## config.mk

```make
export PLATFORM = sky130hd
export DESIGN_NAME = spr_param_rw
export DESIGN_NICKNAME = d
export VERILOG_FILES = /design/src/inc/spr_pkg.sv /design/src/rtl/spr_link.sv /design/src/rtl/spr_param_rw.sv
export VERILOG_INCLUDE_DIRS = /design/src /design/src/inc
export SDC_FILE = /design/constraint.sdc
export NUM_CORES = 1
export LEC_CHECK = 0
export ABC_AREA = 1
export BUFFER_PORTS_ARGS = -buffer_cell sky130_fd_sc_hd__buf_4
export CAP_MARGIN = 10
export CORE_MARGIN = 3
export CORE_UTILIZATION = 41
export DETAILED_ROUTE_END_ITERATION = 12
export GPL_TIMING_DRIVEN = 0
export PLACE_DENSITY_LB_ADDON = 0.12
export SKIP_LAST_GASP = 1
export SLEW_MARGIN = 0
export SYNTH_ARGS = -nofsm -noshare
export SYNTH_HDL_FRONTEND = slang
export SYNTH_SLANG_ARGS = --single-unit
export TNS_END_PERCENT = 5
```

## constraint.sdc

```tcl
create_clock -name clk_sys -period 2.3 [get_ports clk_sys]
set_clock_uncertainty 0.15 [all_clocks]
set_input_delay 0.23 -clock clk_sys [delete_from_list [all_inputs] [get_ports clk_sys]]
set_output_delay 0.23 -clock clk_sys [all_outputs]
set_load 0.02 [all_outputs]
```

## src/inc/spr_cfg.svh

```systemverilog
`ifndef SPR_CFG_SVH
`define SPR_CFG_SVH

// ****************************************************************
// Register word addresses on the plain register port.
// ****************************************************************
`define SPR_ADDR_REQ 4'h0
`define SPR_ADDR_AXIS 4'h1
`define SPR_ADDR_PNUM 4'h2
`define SPR_ADDR_VAL1 4'h3
`define SPR_ADDR_VAL2_LO 4'h4
`define SPR_ADDR_VAL2_HI 4'h5
`define SPR_ADDR_STAT 4'h6
`define SPR_ADDR_MASK 4'h7
`define SPR_ADDR_CTRL 4'h8

// ****************************************************************
// Request codes.
// ****************************************************************
`define SPR_CODE_NONE 16'h0000
`define SPR_CODE_WR1 16'h0001
`define SPR_CODE_RD1 16'h0002
`define SPR_CODE_WR2 16'h0003
`define SPR_CODE_RD2 16'h0004
`define SPR_CODE_ERR 16'hFFFF

// ****************************************************************
// Field positions, limits and reset values.
// ****************************************************************
`define SPR_PTOP_MSB 15
`define SPR_PTOP_LSB 12
`define SPR_PGRP_MSB 11
`define SPR_PGRP_LSB 8
`define SPR_AXIS_MIN 16'h0001
`define SPR_AXIS_MAX_LARGE 16'h0020
`define SPR_AXIS_MAX_SMALL 16'h0010
`define SPR_CTRL_LARGE_BIT 0
`define SPR_CTRL_GCHK_BIT 1
`define SPR_STAT_DONE_BIT 0
`define SPR_STAT_ERR_BIT 1
`define SPR_STAT_BUSY_BIT 15
`define SPR_RST_WORD 16'h0000
`define SPR_RST_CTRL 16'h0003

// ****************************************************************
// Timing.
// ****************************************************************
`define SPR_CLK_MHZ 125
`define SPR_TIMEOUT_US 1000
`define SPR_TIMEOUT_CYC (`SPR_TIMEOUT_US * `SPR_CLK_MHZ)

`endif

```

## src/inc/spr_pkg.sv

```systemverilog
// ****************************************************************
// Shared types.
// ****************************************************************
package spr_pkg;
   // One-hot sequencer states used by both modules.
   typedef enum logic [1:0] {
      SPR_IDLE = 2'b01,
      SPR_BUSY = 2'b10
   } spr_state_t;
endpackage

```

## src/rtl/spr_link.sv

```systemverilog
`include "spr_cfg.svh"

// ****************************************************************
// Amplifier-side transfer engine with a response timeout.
// ****************************************************************
module spr_link #(
   parameter int unsigned TIMEOUT_CYC = `SPR_TIMEOUT_CYC
) (
   input wire logic clk_sys,
   input wire logic sys_rst,
   input wire logic start,
   input wire logic start_write,
   input wire logic start_double,
   input wire logic [5:0] start_axis,
   input wire logic [15:0] start_pnum,
   input wire logic [31:0] start_wdata,
   output logic amp_req,
   output logic amp_write,
   output logic amp_double,
   output logic [5:0] amp_axis,
   output logic [15:0] amp_pnum,
   output logic [31:0] amp_wdata,
   input wire logic amp_done,
   input wire logic amp_fail,
   input wire logic [31:0] amp_rdata,
   output logic fin,
   output logic fin_err,
   output logic [31:0] fin_rdata
);
   spr_pkg::spr_state_t st;
   logic [31:0] cnt;
   logic timeout;

   // The amplifier gets no answer window beyond the timeout count.
   always_comb begin
      timeout = (cnt == TIMEOUT_CYC - 32'd1);
   end

   // Request is held high until done, fail or timeout ends it.
   always_ff @(posedge clk_sys) begin
      if (sys_rst) begin
         st <= spr_pkg::SPR_IDLE;
         amp_req <= 1'b0;
         amp_write <= 1'b0;
         amp_double <= 1'b0;
         amp_axis <= 6'h00;
         amp_pnum <= 16'h0000;
         amp_wdata <= 32'h00000000;
         cnt <= 32'h00000000;
         fin <= 1'b0;
         fin_err <= 1'b0;
         fin_rdata <= 32'h00000000;
      end else begin
         fin <= 1'b0;
         unique case (st)
            spr_pkg::SPR_IDLE: begin
               if (start) begin
                  amp_req <= 1'b1;
                  amp_write <= start_write;
                  amp_double <= start_double;
                  amp_axis <= start_axis;
                  amp_pnum <= start_pnum;
                  amp_wdata <= start_wdata;
                  cnt <= 32'h00000000;
                  st <= spr_pkg::SPR_BUSY;
               end
            end
            spr_pkg::SPR_BUSY: begin
               if (amp_done || amp_fail || timeout) begin
                  amp_req <= 1'b0;
                  fin <= 1'b1;
                  fin_err <= !amp_done; // A done answer wins over a fail in one cycle.
                  fin_rdata <= amp_rdata;
                  st <= spr_pkg::SPR_IDLE;
               end else begin
                  cnt <= cnt + 32'd1;
               end
            end
         endcase
      end
   end
endmodule

```

## src/rtl/spr_param_rw.sv

```systemverilog
`include "spr_cfg.svh"

module spr_param_rw #(
   parameter int unsigned TIMEOUT_CYC = `SPR_TIMEOUT_CYC
) (
   input wire logic clk_sys,
   input wire logic sys_rst,
   input wire logic [3:0] reg_addr,
   input wire logic [15:0] reg_wdata,
   input wire logic reg_wr,
   input wire logic reg_rd,
   output logic [15:0] reg_rdata,
   output logic irq,
   output logic busy,
   output logic amp_req,
   output logic amp_write,
   output logic amp_double,
   output logic [5:0] amp_axis,
   output logic [15:0] amp_pnum,
   output logic [31:0] amp_wdata,
   input wire logic amp_done,
   input wire logic amp_fail,
   input wire logic [31:0] amp_rdata
);
   // ****************************************************************
   // Helpers.
   // ****************************************************************
   function automatic logic wr_hit(input logic wr, input logic [3:0] a, input logic [3:0] off);
      return wr && (a == off);
   endfunction

   // Accepted group digits are 0 to 5 and 9, A, B, C with a zero top digit.
   function automatic logic grp_ok(input logic [15:0] p);
      logic [3:0] g;
      g = p[`SPR_PGRP_MSB:`SPR_PGRP_LSB];
      return (p[`SPR_PTOP_MSB:`SPR_PTOP_LSB] == 4'h0) &&
             ((g <= 4'h5) || ((g >= 4'h9) && (g <= 4'hC)));
   endfunction

   spr_pkg::spr_state_t state;
   logic [15:0] code, axis, pnum, val1, val2_lo, val2_hi, mask, ctrl;
   logic [1:0] stat, stat_set, stat_clr, next_stat;
   logic op_read, op_double;
   logic idle, code_op, args_ok, go_start, go_reject, accept;
   logic is_write, is_double;
   logic [15:0] axis_max;
   logic link_fin, link_err;
   logic [31:0] link_rdata, start_wdata;

   // ****************************************************************
   // Request decode.
   // ****************************************************************

   // Decides whether the posted code starts, is refused, or waits.
   always_comb begin
      idle = (state == spr_pkg::SPR_IDLE);
      code_op = (code >= `SPR_CODE_WR1) && (code <= `SPR_CODE_RD2);
      axis_max = ctrl[`SPR_CTRL_LARGE_BIT] ? `SPR_AXIS_MAX_LARGE : `SPR_AXIS_MAX_SMALL;
      args_ok = (axis >= `SPR_AXIS_MIN) && (axis <= axis_max) &&
                (!ctrl[`SPR_CTRL_GCHK_BIT] || grp_ok(pnum));
      go_start = idle && code_op && args_ok;
      go_reject = idle && (code != `SPR_CODE_NONE) && (code != `SPR_CODE_ERR) && !go_start;
      accept = idle && !go_start && !go_reject;
      is_write = (code == `SPR_CODE_WR1) || (code == `SPR_CODE_WR2);
      is_double = (code == `SPR_CODE_WR2) || (code == `SPR_CODE_RD2);
      start_wdata = is_double ? {val2_hi, val2_lo} : {16'h0000, val1};
   end

   // ****************************************************************
   // Sequencer.
   // ****************************************************************

   // Tracks one outstanding transfer and its kind.
   always_ff @(posedge clk_sys) begin
      if (sys_rst) begin
         state <= spr_pkg::SPR_IDLE;
         op_read <= 1'b0;
         op_double <= 1'b0;
         busy <= 1'b0;
      end else begin
         unique case (state)
            spr_pkg::SPR_IDLE: begin
               if (go_start) begin
                  state <= spr_pkg::SPR_BUSY;
                  op_read <= !is_write;
                  op_double <= is_double;
                  busy <= 1'b1;
               end
            end
            spr_pkg::SPR_BUSY: begin
               if (link_fin) begin
                  state <= spr_pkg::SPR_IDLE;
                  busy <= 1'b0;
               end
            end
         endcase
      end
   end

   // Transfer engine toward the amplifier.
   spr_link #(.TIMEOUT_CYC(TIMEOUT_CYC)) u_link (
      .clk_sys(clk_sys),
      .sys_rst(sys_rst),
      .start(go_start),
      .start_write(is_write),
      .start_double(is_double),
      .start_axis(axis[5:0]),
      .start_pnum(pnum),
      .start_wdata(start_wdata),
      .amp_req(amp_req),
      .amp_write(amp_write),
      .amp_double(amp_double),
      .amp_axis(amp_axis),
      .amp_pnum(amp_pnum),
      .amp_wdata(amp_wdata),
      .amp_done(amp_done),
      .amp_fail(amp_fail),
      .amp_rdata(amp_rdata),
      .fin(link_fin),
      .fin_err(link_err),
      .fin_rdata(link_rdata)
   );

   // ****************************************************************
   // Registers.
   // ****************************************************************

   // Request code: completion and refusal override software while they happen.
   always_ff @(posedge clk_sys) begin
      if (sys_rst) begin
         code <= `SPR_RST_WORD;
      end else if (link_fin) begin
         code <= link_err ? `SPR_CODE_ERR : `SPR_CODE_NONE;
      end else if (go_reject) begin
         code <= `SPR_CODE_ERR;
      end else if (accept && wr_hit(reg_wr, reg_addr, `SPR_ADDR_REQ)) begin
         code <= reg_wdata;
      end
   end

   // Operands are frozen while a transfer runs; read results land here.
   always_ff @(posedge clk_sys) begin
      if (sys_rst) begin
         axis <= `SPR_RST_WORD;
         pnum <= `SPR_RST_WORD;
         val1 <= `SPR_RST_WORD;
         val2_lo <= `SPR_RST_WORD;
         val2_hi <= `SPR_RST_WORD;
      end else if (link_fin) begin
         if (!link_err && op_read && !op_double) begin
            val1 <= link_rdata[15:0];
         end
         if (!link_err && op_read && op_double) begin
            val2_lo <= link_rdata[15:0];
            val2_hi <= link_rdata[31:16];
         end
      end else if (accept) begin
         if (wr_hit(reg_wr, reg_addr, `SPR_ADDR_AXIS)) axis <= reg_wdata;
         if (wr_hit(reg_wr, reg_addr, `SPR_ADDR_PNUM)) pnum <= reg_wdata;
         if (wr_hit(reg_wr, reg_addr, `SPR_ADDR_VAL1)) val1 <= reg_wdata;
         if (wr_hit(reg_wr, reg_addr, `SPR_ADDR_VAL2_LO)) val2_lo <= reg_wdata;
         if (wr_hit(reg_wr, reg_addr, `SPR_ADDR_VAL2_HI)) val2_hi <= reg_wdata;
      end
   end

   // Control and mask registers.
   always_ff @(posedge clk_sys) begin
      if (sys_rst) begin
         ctrl <= `SPR_RST_CTRL;
         mask <= `SPR_RST_WORD;
      end else begin
         if (wr_hit(reg_wr, reg_addr, `SPR_ADDR_CTRL)) ctrl <= {14'h0000, reg_wdata[1:0]};
         if (wr_hit(reg_wr, reg_addr, `SPR_ADDR_MASK)) mask <= {14'h0000, reg_wdata[1:0]};
      end
   end

   // ****************************************************************
   // Interrupt status.
   // ****************************************************************

   // Sticky events; a set in the same cycle as a clear wins.
   always_comb begin
      stat_set = 2'b00;
      stat_set[`SPR_STAT_DONE_BIT] = link_fin && !link_err;
      stat_set[`SPR_STAT_ERR_BIT] = (link_fin && link_err) || go_reject;
      stat_clr = wr_hit(reg_wr, reg_addr, `SPR_ADDR_STAT) ? reg_wdata[1:0] : 2'b00;
      next_stat = (stat & ~stat_clr) | stat_set;
   end

   // Status register and the level interrupt it drives.
   always_ff @(posedge clk_sys) begin
      if (sys_rst) begin
         stat <= 2'b00;
         irq <= 1'b0;
      end else begin
         stat <= next_stat;
         irq <= |(next_stat & mask[1:0]);
      end
   end

   // ****************************************************************
   // Read port.
   // ****************************************************************

   // Read data stand for one cycle after the strobe and read zero otherwise.
   always_ff @(posedge clk_sys) begin
      if (sys_rst || !reg_rd) begin
         reg_rdata <= 16'h0000;
      end else begin
         unique case (reg_addr)
            `SPR_ADDR_REQ: reg_rdata <= code;
            `SPR_ADDR_AXIS: reg_rdata <= axis;
            `SPR_ADDR_PNUM: reg_rdata <= pnum;
            `SPR_ADDR_VAL1: reg_rdata <= val1;
            `SPR_ADDR_VAL2_LO: reg_rdata <= val2_lo;
            `SPR_ADDR_VAL2_HI: reg_rdata <= val2_hi;
            `SPR_ADDR_STAT: reg_rdata <= {busy, 13'h0000, stat};
            `SPR_ADDR_MASK: reg_rdata <= mask;
            `SPR_ADDR_CTRL: reg_rdata <= ctrl;
            default: reg_rdata <= 16'h0000;
         endcase
      end
   end

   // ****************************************************************
   // Checks.
   // ****************************************************************

   // Only legal codes ever launch a transfer.
   chk_start_code_legal: assert property (@(posedge clk_sys) disable iff (sys_rst)
      go_start |-> (code >= `SPR_CODE_WR1) && (code <= `SPR_CODE_RD2) ##1 amp_req)
      else $error("transfer started with an illegal code");

   // A one-word read result appears in the one-word value register.
   chk_read_value_store: assert property (@(posedge clk_sys) disable iff (sys_rst)
      link_fin && !link_err && op_read && !op_double |=> val1 == $past(link_rdata[15:0]))
      else $error("one-word read result not stored");

   // Success clears the code and raises the done flag together.
   chk_done_clears_code: assert property (@(posedge clk_sys) disable iff (sys_rst)
      link_fin && !link_err |=> (code == `SPR_CODE_NONE) && stat[`SPR_STAT_DONE_BIT] && !busy)
      else $error("completion did not clear the request code");

   // Failure writes minus one and raises the error flag.
   chk_fail_sets_error: assert property (@(posedge clk_sys) disable iff (sys_rst)
      link_fin && link_err |=> (code == `SPR_CODE_ERR) && stat[`SPR_STAT_ERR_BIT])
      else $error("failure did not mark the request code");

   // An axis of zero with a legal code is refused without touching the amplifier.
   chk_axis_refused: assert property (@(posedge clk_sys) disable iff (sys_rst)
      idle && code_op && (axis == 16'h0000) |=> (code == `SPR_CODE_ERR) && !amp_req)
      else $error("axis zero was not refused");

   // A nonzero top digit is refused when group checking is on.
   chk_group_refused: assert property (@(posedge clk_sys) disable iff (sys_rst)
      idle && code_op && ctrl[`SPR_CTRL_GCHK_BIT] && (pnum[15:12] != 4'h0)
      |=> code == `SPR_CODE_ERR)
      else $error("bad parameter number was not refused");

   // Operands hold still for the whole transfer.
   chk_busy_operands_hold: assert property (@(posedge clk_sys) disable iff (sys_rst)
      busy && !link_fin |=> $stable(axis) && $stable(pnum) && $stable(val1) && $stable(code))
      else $error("operand changed during a transfer");

   // An unmasked sticky flag raises the interrupt on the next edge.
   chk_irq_follows_mask: assert property (@(posedge clk_sys) disable iff (sys_rst)
      ((stat & mask[1:0]) != 2'b00) && !wr_hit(reg_wr, reg_addr, `SPR_ADDR_STAT) |=> irq)
      else $error("interrupt missing for an unmasked flag");
endmodule

```

* Word level (Yosys, flattened, before mapping)
Cells that the tools add are included.
Storage, ports and cells: flip-flop bits (word level) 249, input bits 58, output and inout bits 75, logic and storage cells 162
Operators by class: $add $sub $neg 1, $lt $le $gt $ge 7, eq/ne operators 24, multiplexer cells 34, bitwise logic cells 6, reduce and logical (&&, ||, !) cells 64
Operators with widths (number):
- 16-bit 2-to-1 mux | 16
- 16-bit case mux with 9 select lines | 1
- 32-bit 2-to-1 mux | 3
- 32-bit case mux with 2 select lines | 1
- 32-bit by 1-bit adder with 32-bit output, second input constant | 1
- 32-bit by 17-bit == test with 1-bit output, second input constant | 1
- 16-bit by 1-bit >= comparator with 1-bit output, second input constant | 2
- 1-bit logical AND | 27
- 16-bit by 1-bit == test with 1-bit output, second input constant | 1
- 16-bit by 2-bit == test with 1-bit output, second input constant | 1
- 16-bit by 3-bit == test with 1-bit output, second input constant | 1
- 4-bit by 3-bit == test with 1-bit output, second input constant | 4
- 16-bit by 3-bit <= comparator with 1-bit output, second input constant | 1
- 16-bit by 6-bit <= comparator with 1-bit output | 1
- 16-bit inequality test, second input constant | 1
- 16-bit nonzero test | 1
- 3-bit AND reduction | 5
- 2-bit AND reduction | 6
- 4-bit by 2-bit == test with 1-bit output, second input constant | 2
- 1-bit logical NOT | 8
- 4-bit logical NOT | 2
- 1-bit logical OR | 8
- 2-bit 2-to-1 mux | 4
- 2-bit inequality test, second input constant | 4
- other kinds (19) | 34

* Logic depth before layout (Yosys ltp)
word-level depth 15, gate-level depth with buffers 18

* By module
A second synthesis with hierarchy kept.
Unflattened totals: cell total of the unflattened synthesis 1882, area, all modules 12341.8 um^2
By module, submodules not included:
- spr_param_rw | times used 1, cells each 1041, area an instance 6600.1 um^2
- spr_link | times used 1, cells each 841, area an instance 5741.8 um^2

* Worst setup path after synthesis
OpenSTA, ideal clock, no wires.
path kind reg-to-reg, start register axis[4], end register val1[0], data arrival time 1.793 ns, required time 2.035 ns, setup slack 0.242 ns, cell stages (with the launch flop) 16, buffers on the path 2, cells stage by stage dfxtp_1 > inv_1 > ha_1 > nand2_1 > inv_1 > nand3_1 > nand2_1 > nand3_1 > nor2_1 > nand2_4 > nand3_1 > nand2_2 > buf_6 > buf_6 > a21oi_1 > nor2_1
On the way: longest elaborated chain between the ends 10, elaborated cells between the ends (all ways) 12, those cells by class order compare (2); reduce/logical (10)
Ends and longest elaborated chain:
- start, declared | line spr_param_rw.sv:41 | logic [15:0] code, axis, pnum, val1, val2_lo, val2_hi, mask, ctrl;
- start signal, assigned | line spr_param_rw.sv:144 | axis <= `SPR_RST_WORD;
- start signal, assigned | line spr_param_rw.sv:158 | if (wr_hit(reg_wr, reg_addr, `SPR_ADDR_AXIS)) axis <= reg_wdata;
- 16-bit by 1-bit >= comparator with 1-bit output (no source line) / 16-bit by 6-bit <= comparator with 1-bit output (equally long branches)
- 1-bit logical AND * (2 in a row) | line spr_param_rw.sv:59 | args_ok = (axis >= `SPR_AXIS_MIN) && (axis <= axis_max) &&
- 1-bit logical AND * | line spr_param_rw.sv:61 | go_start = idle && code_op && args_ok;
- 1-bit logical NOT * | line spr_param_rw.sv:62, spr_param_rw.sv:63
- 1-bit logical AND | line spr_param_rw.sv:62 | go_reject = idle && (code != `SPR_CODE_NONE) && (code != `SPR_CODE_ERR) && !go_start;
- 1-bit logical NOT | line spr_param_rw.sv:63 | accept = idle && !go_start && !go_reject;
- 1-bit logical AND * | line spr_param_rw.sv:63
- 2-bit nonzero test (no source line) *
- 3-bit AND reduction (no source line) *
- end signal, assigned | line spr_param_rw.sv:146 | val1 <= `SPR_RST_WORD;
- end signal, assigned | line spr_param_rw.sv:151 | val1 <= link_rdata[15:0];
- end signal, assigned | line spr_param_rw.sv:160 | if (wr_hit(reg_wr, reg_addr, `SPR_ADDR_VAL1)) val1 <= reg_wdata;
- end, declared | line spr_param_rw.sv:41
Mark *: on every way between the ends. The rest lies on a longest branch, timed or not. A chain may end at the register's enable or synchronous reset.

* Worst setup path after layout
start register axis[5], end register u_link.amp_pnum[14]
On the way: longest elaborated chain between the ends 5, elaborated cells between the ends (all ways) 6, those cells by class order compare (2); reduce/logical (4)
Ends and longest elaborated chain:
- 16-bit by 1-bit >= comparator with 1-bit output (no source line) / 16-bit by 6-bit <= comparator with 1-bit output (equally long branches)
- 1-bit logical AND * (2 in a row) | line spr_param_rw.sv:59
- 1-bit logical AND * | line spr_param_rw.sv:61
- 2-bit AND reduction (no source line) *
- end signal, assigned | line spr_link.sv:62 | amp_pnum <= start_pnum;
- end, declared | line spr_link.sv:21 | output logic [15:0] amp_pnum,
Marks and branches as above.

==> results.md <==
* DP Worst Slack at -0.455 ns
* Largest family of logic cells by synthesized area: simple AND/OR/NAND/NOR gates
* CTS clk-pin slew, worst paths at 0.06 ns
* Setup-failing EPs final at 0
* Commonest cells after routing, fill and taps aside: nand2_1, nor2_1, dfxtp_1
* Hold Crit Class: in -> reg
* # DRC at 0
* Hold_ws at 0.0850 ns
* Antenna fix cells at 0
* # IOs at 133
* Initial DRC count at 1101
* Final instance area at 15200 um^2
* Core area at 28000 um^2
* H-Tree Level Count at 1
* Clk root buf: clkbuf_16
* Sequential share of the synthesized area at 42.2%
* Drt first pass iters at 6
* Die Height at 175 um
* Via count at 12400
* GRT Util Overall at 28.2%
* Mux cell area share after synthesis at 0%
* Fmax at 438 MHz
* Synthesized instance count at 1754
* Drt total wl at 44.7 mm
* Synth cell types at 44
* Initial antenna violation count at 0
* Critical-path cell list: ha_4, nand2_2, inv_2, nand3_2, nand2_2, nand3_2, nor2_4, nand2_4, nor2_4, buf_4, buf_8, buf_4, a211oi_1
* Die width at 175 um
* Final Worst Setup Slack at 0.0170 ns
* Die outline area at 30600 um^2
* GRT Residual Overflow at 0
* Final-stage net count at 2056
* Placed instance count at 2263
* Leak pwr at 6.43 nW
* CP endpoint kind: flop
* FFs w/ async S/R, synth at 0%
* IO buf count at 131
* Antenna violation net count after detailed routing at 0
* First-pass GRT wire length at 67.6 mm
* Via/cell ratio at 5.17
* Yosys reg bits at 247
* Max VDD drop at 588 uV
* Hpwl dp at 34.3 mm
* Rows at 61
* WL/cell at 18.7 um
* Layout area overhead at 30.0%
* Pwr Density at 629 nW/um^2
* Clock Path Buffers at 3
* Ys flop type: dfxtp_1
* Xor/xnor share of the synthesized area at 1.87%
* Max-cap violations at 0
* Layout cells sized above 1 at 16.6%
* DP Area at 13200 um^2
* Slew @ Worst Pin at 0.760 ns
* RD Place Congestion at 0.949
* Worst Path Arrival at 2.54 ns
* Starting Density at 41.8%
* Vias in the first global route at 11500
* Commonest non-fill, non-tap cell in the layout: nand2_1
* Final Cycle Share at 99.3%
* Clock sinks at 247
* Syn_area_per_cell at 6.68 um^2
* Synth warn at 0
* Startpoint type of the worst setup path: flop
* Minimum clock period at 2.28 ns
* Crit path max fanout at 10
* Max transition margin at 49.4%
* Post-synthesis simple-gate area fraction at 34.7%
* Crit path required time at 2.55 ns
* CTS buffer count at 28
* TritonCTS clock tree: done
* Post-Synth Adder-Cell Area at 0.320%
* Synthesized cell area at 11700 um^2
* Fill cells at 2875
* Total power at 9.58 mW
* Clock Latency Late Sink at 0.56 ns
* Compound-Gate Fraction of Synth Area at 12.9%
* Slowest cell on crit path: dfxtp_4
* Final Hold Fails at 0
* RSZ-0062 raised after global routing: true
* Status: completed
* Non-filler cells, final at 2391
* Slowest cell delay on critical path at 0.37 ns
* Crit Path Class: reg -> reg
* Post-synthesis net count at 1815
* Setup_tns at 0 ns
* Setup slack, reg-to-reg at 0.02 ns
* Final Slew Violations at 0
* Layout Utilization at 54.4%
* Largest net degree at the start of global routing at 19
* Number of enable flip-flop cells after synthesis at 0
worst paths after layout:
path,from,to,cells past startpoint
hold reg to reg,u_link.amp_wdata[31]$_SDFFE_PP0P_,u_link.amp_wdata[31]$_SDFFE_PP0P_,2
hold / removal,reg_rd,reg_rdata[2]$_SDFF_PP0_,3
setup reg to reg,axis[5]$_SDFFE_PP0P_,u_link.amp_pnum[14]$_SDFFE_PP0P_,13
setup / recovery,axis[5]$_SDFFE_PP0P_,u_link.amp_pnum[14]$_SDFFE_PP0P_,13
cell families after synthesis:
| logic type | Yosys count |
|---|---|
| fa+ha+maj | 3 |
| buf+inv | 224 |
| compound gates | 260 |
| simple gates | 995 |
| flops | 247 |
| xor+xnor | 25 |
registers in the layout (all words and copies together) (netlist names), 6 cells and up:
name	flops
val2_lo	16
u_link.amp_wdata	32
axis	16
reg_rdata	16
u_link.amp_axis	6
val1	16
u_link.cnt	32
code	16
val2_hi	16
pnum	16
u_link.fin_rdata	32
u_link.amp_pnum	16
report_power, final:
group,total [mW],leakage [nW],switching (mW),internal [mW]
Clock,4.42,0.444,1.85,2.57
Combinational,0.768,3.99,0.459,0.309
Sequential,4.40,2.00,0.0653,4.33
Yosys cell counts, types with 15 or more instances:
| cell type | count | share of area (%) |
|---|---|---|
| nor3_1 | 15 | 0.64 |
| nand3_1 | 161 | 6.9 |
| o21ai_0 | 31 | 1.3 |
| nor2_1 | 304 | 9.7 |
| nand2_1 | 482 | 15 |
| a21oi_1 | 151 | 6.4 |
| a31oi_1 | 19 | 1.0 |
| a211oi_1 | 22 | 1.4 |
| clkbuf_1 | 52 | 1.7 |
| dfxtp_1 | 247 | 42 |
| buf_2 | 34 | 1.5 |
| inv_1 | 117 | 3.7 |
worst max-delay path: cells and delay by family (launching register included):
kind	cells	cell delay [ns]
AND/OR/NAND/NOR	7	0.71
buffers and inverters	4	0.54
flip-flops	1	0.37
adder cells (fa/ha/maj)	1	0.28
AO/OA/AOI/OAI	1	0.08
area by class of cell:
| type | instances | area (um^2) | share of cell area (%) |
|---|---|---|---|
| inverter | 123 | 464 | 3.05 |
| multi-input combinational | 1283 | 6030 | 39.6 |
| tap | 378 | 473 | 3.11 |
| clock buffer | 35 | 767 | 5.04 |
| clock inverter | 13 | 131 | 0.863 |
| buffer | 100 | 608 | 3.99 |
| sequential | 247 | 4960 | 32.5 |
| timing repair buffer | 212 | 1800 | 11.8 |
layer usage:
layer / share of wire (%) / wire length, um / GRT usage (%)
met2: 44 / 19600 / 44.9
met5: 0.20 / 88 / 0
met4: 3.6 / 1610 / 9.64
met3: 7.3 / 3250 / 4.93
met1: 45 / 20100 / 38.8
timing repair:
action                                  CTS  global route
setup buffers                             6            20
gates cloned                              1             4
pin swaps                                 4            20
gates resized for setup                  35            99
hold buffers                             50             0
hold endpoints to repair                 84             0
endpoints found under the setup margin  175           216
(Power assumes the default switching activity.)
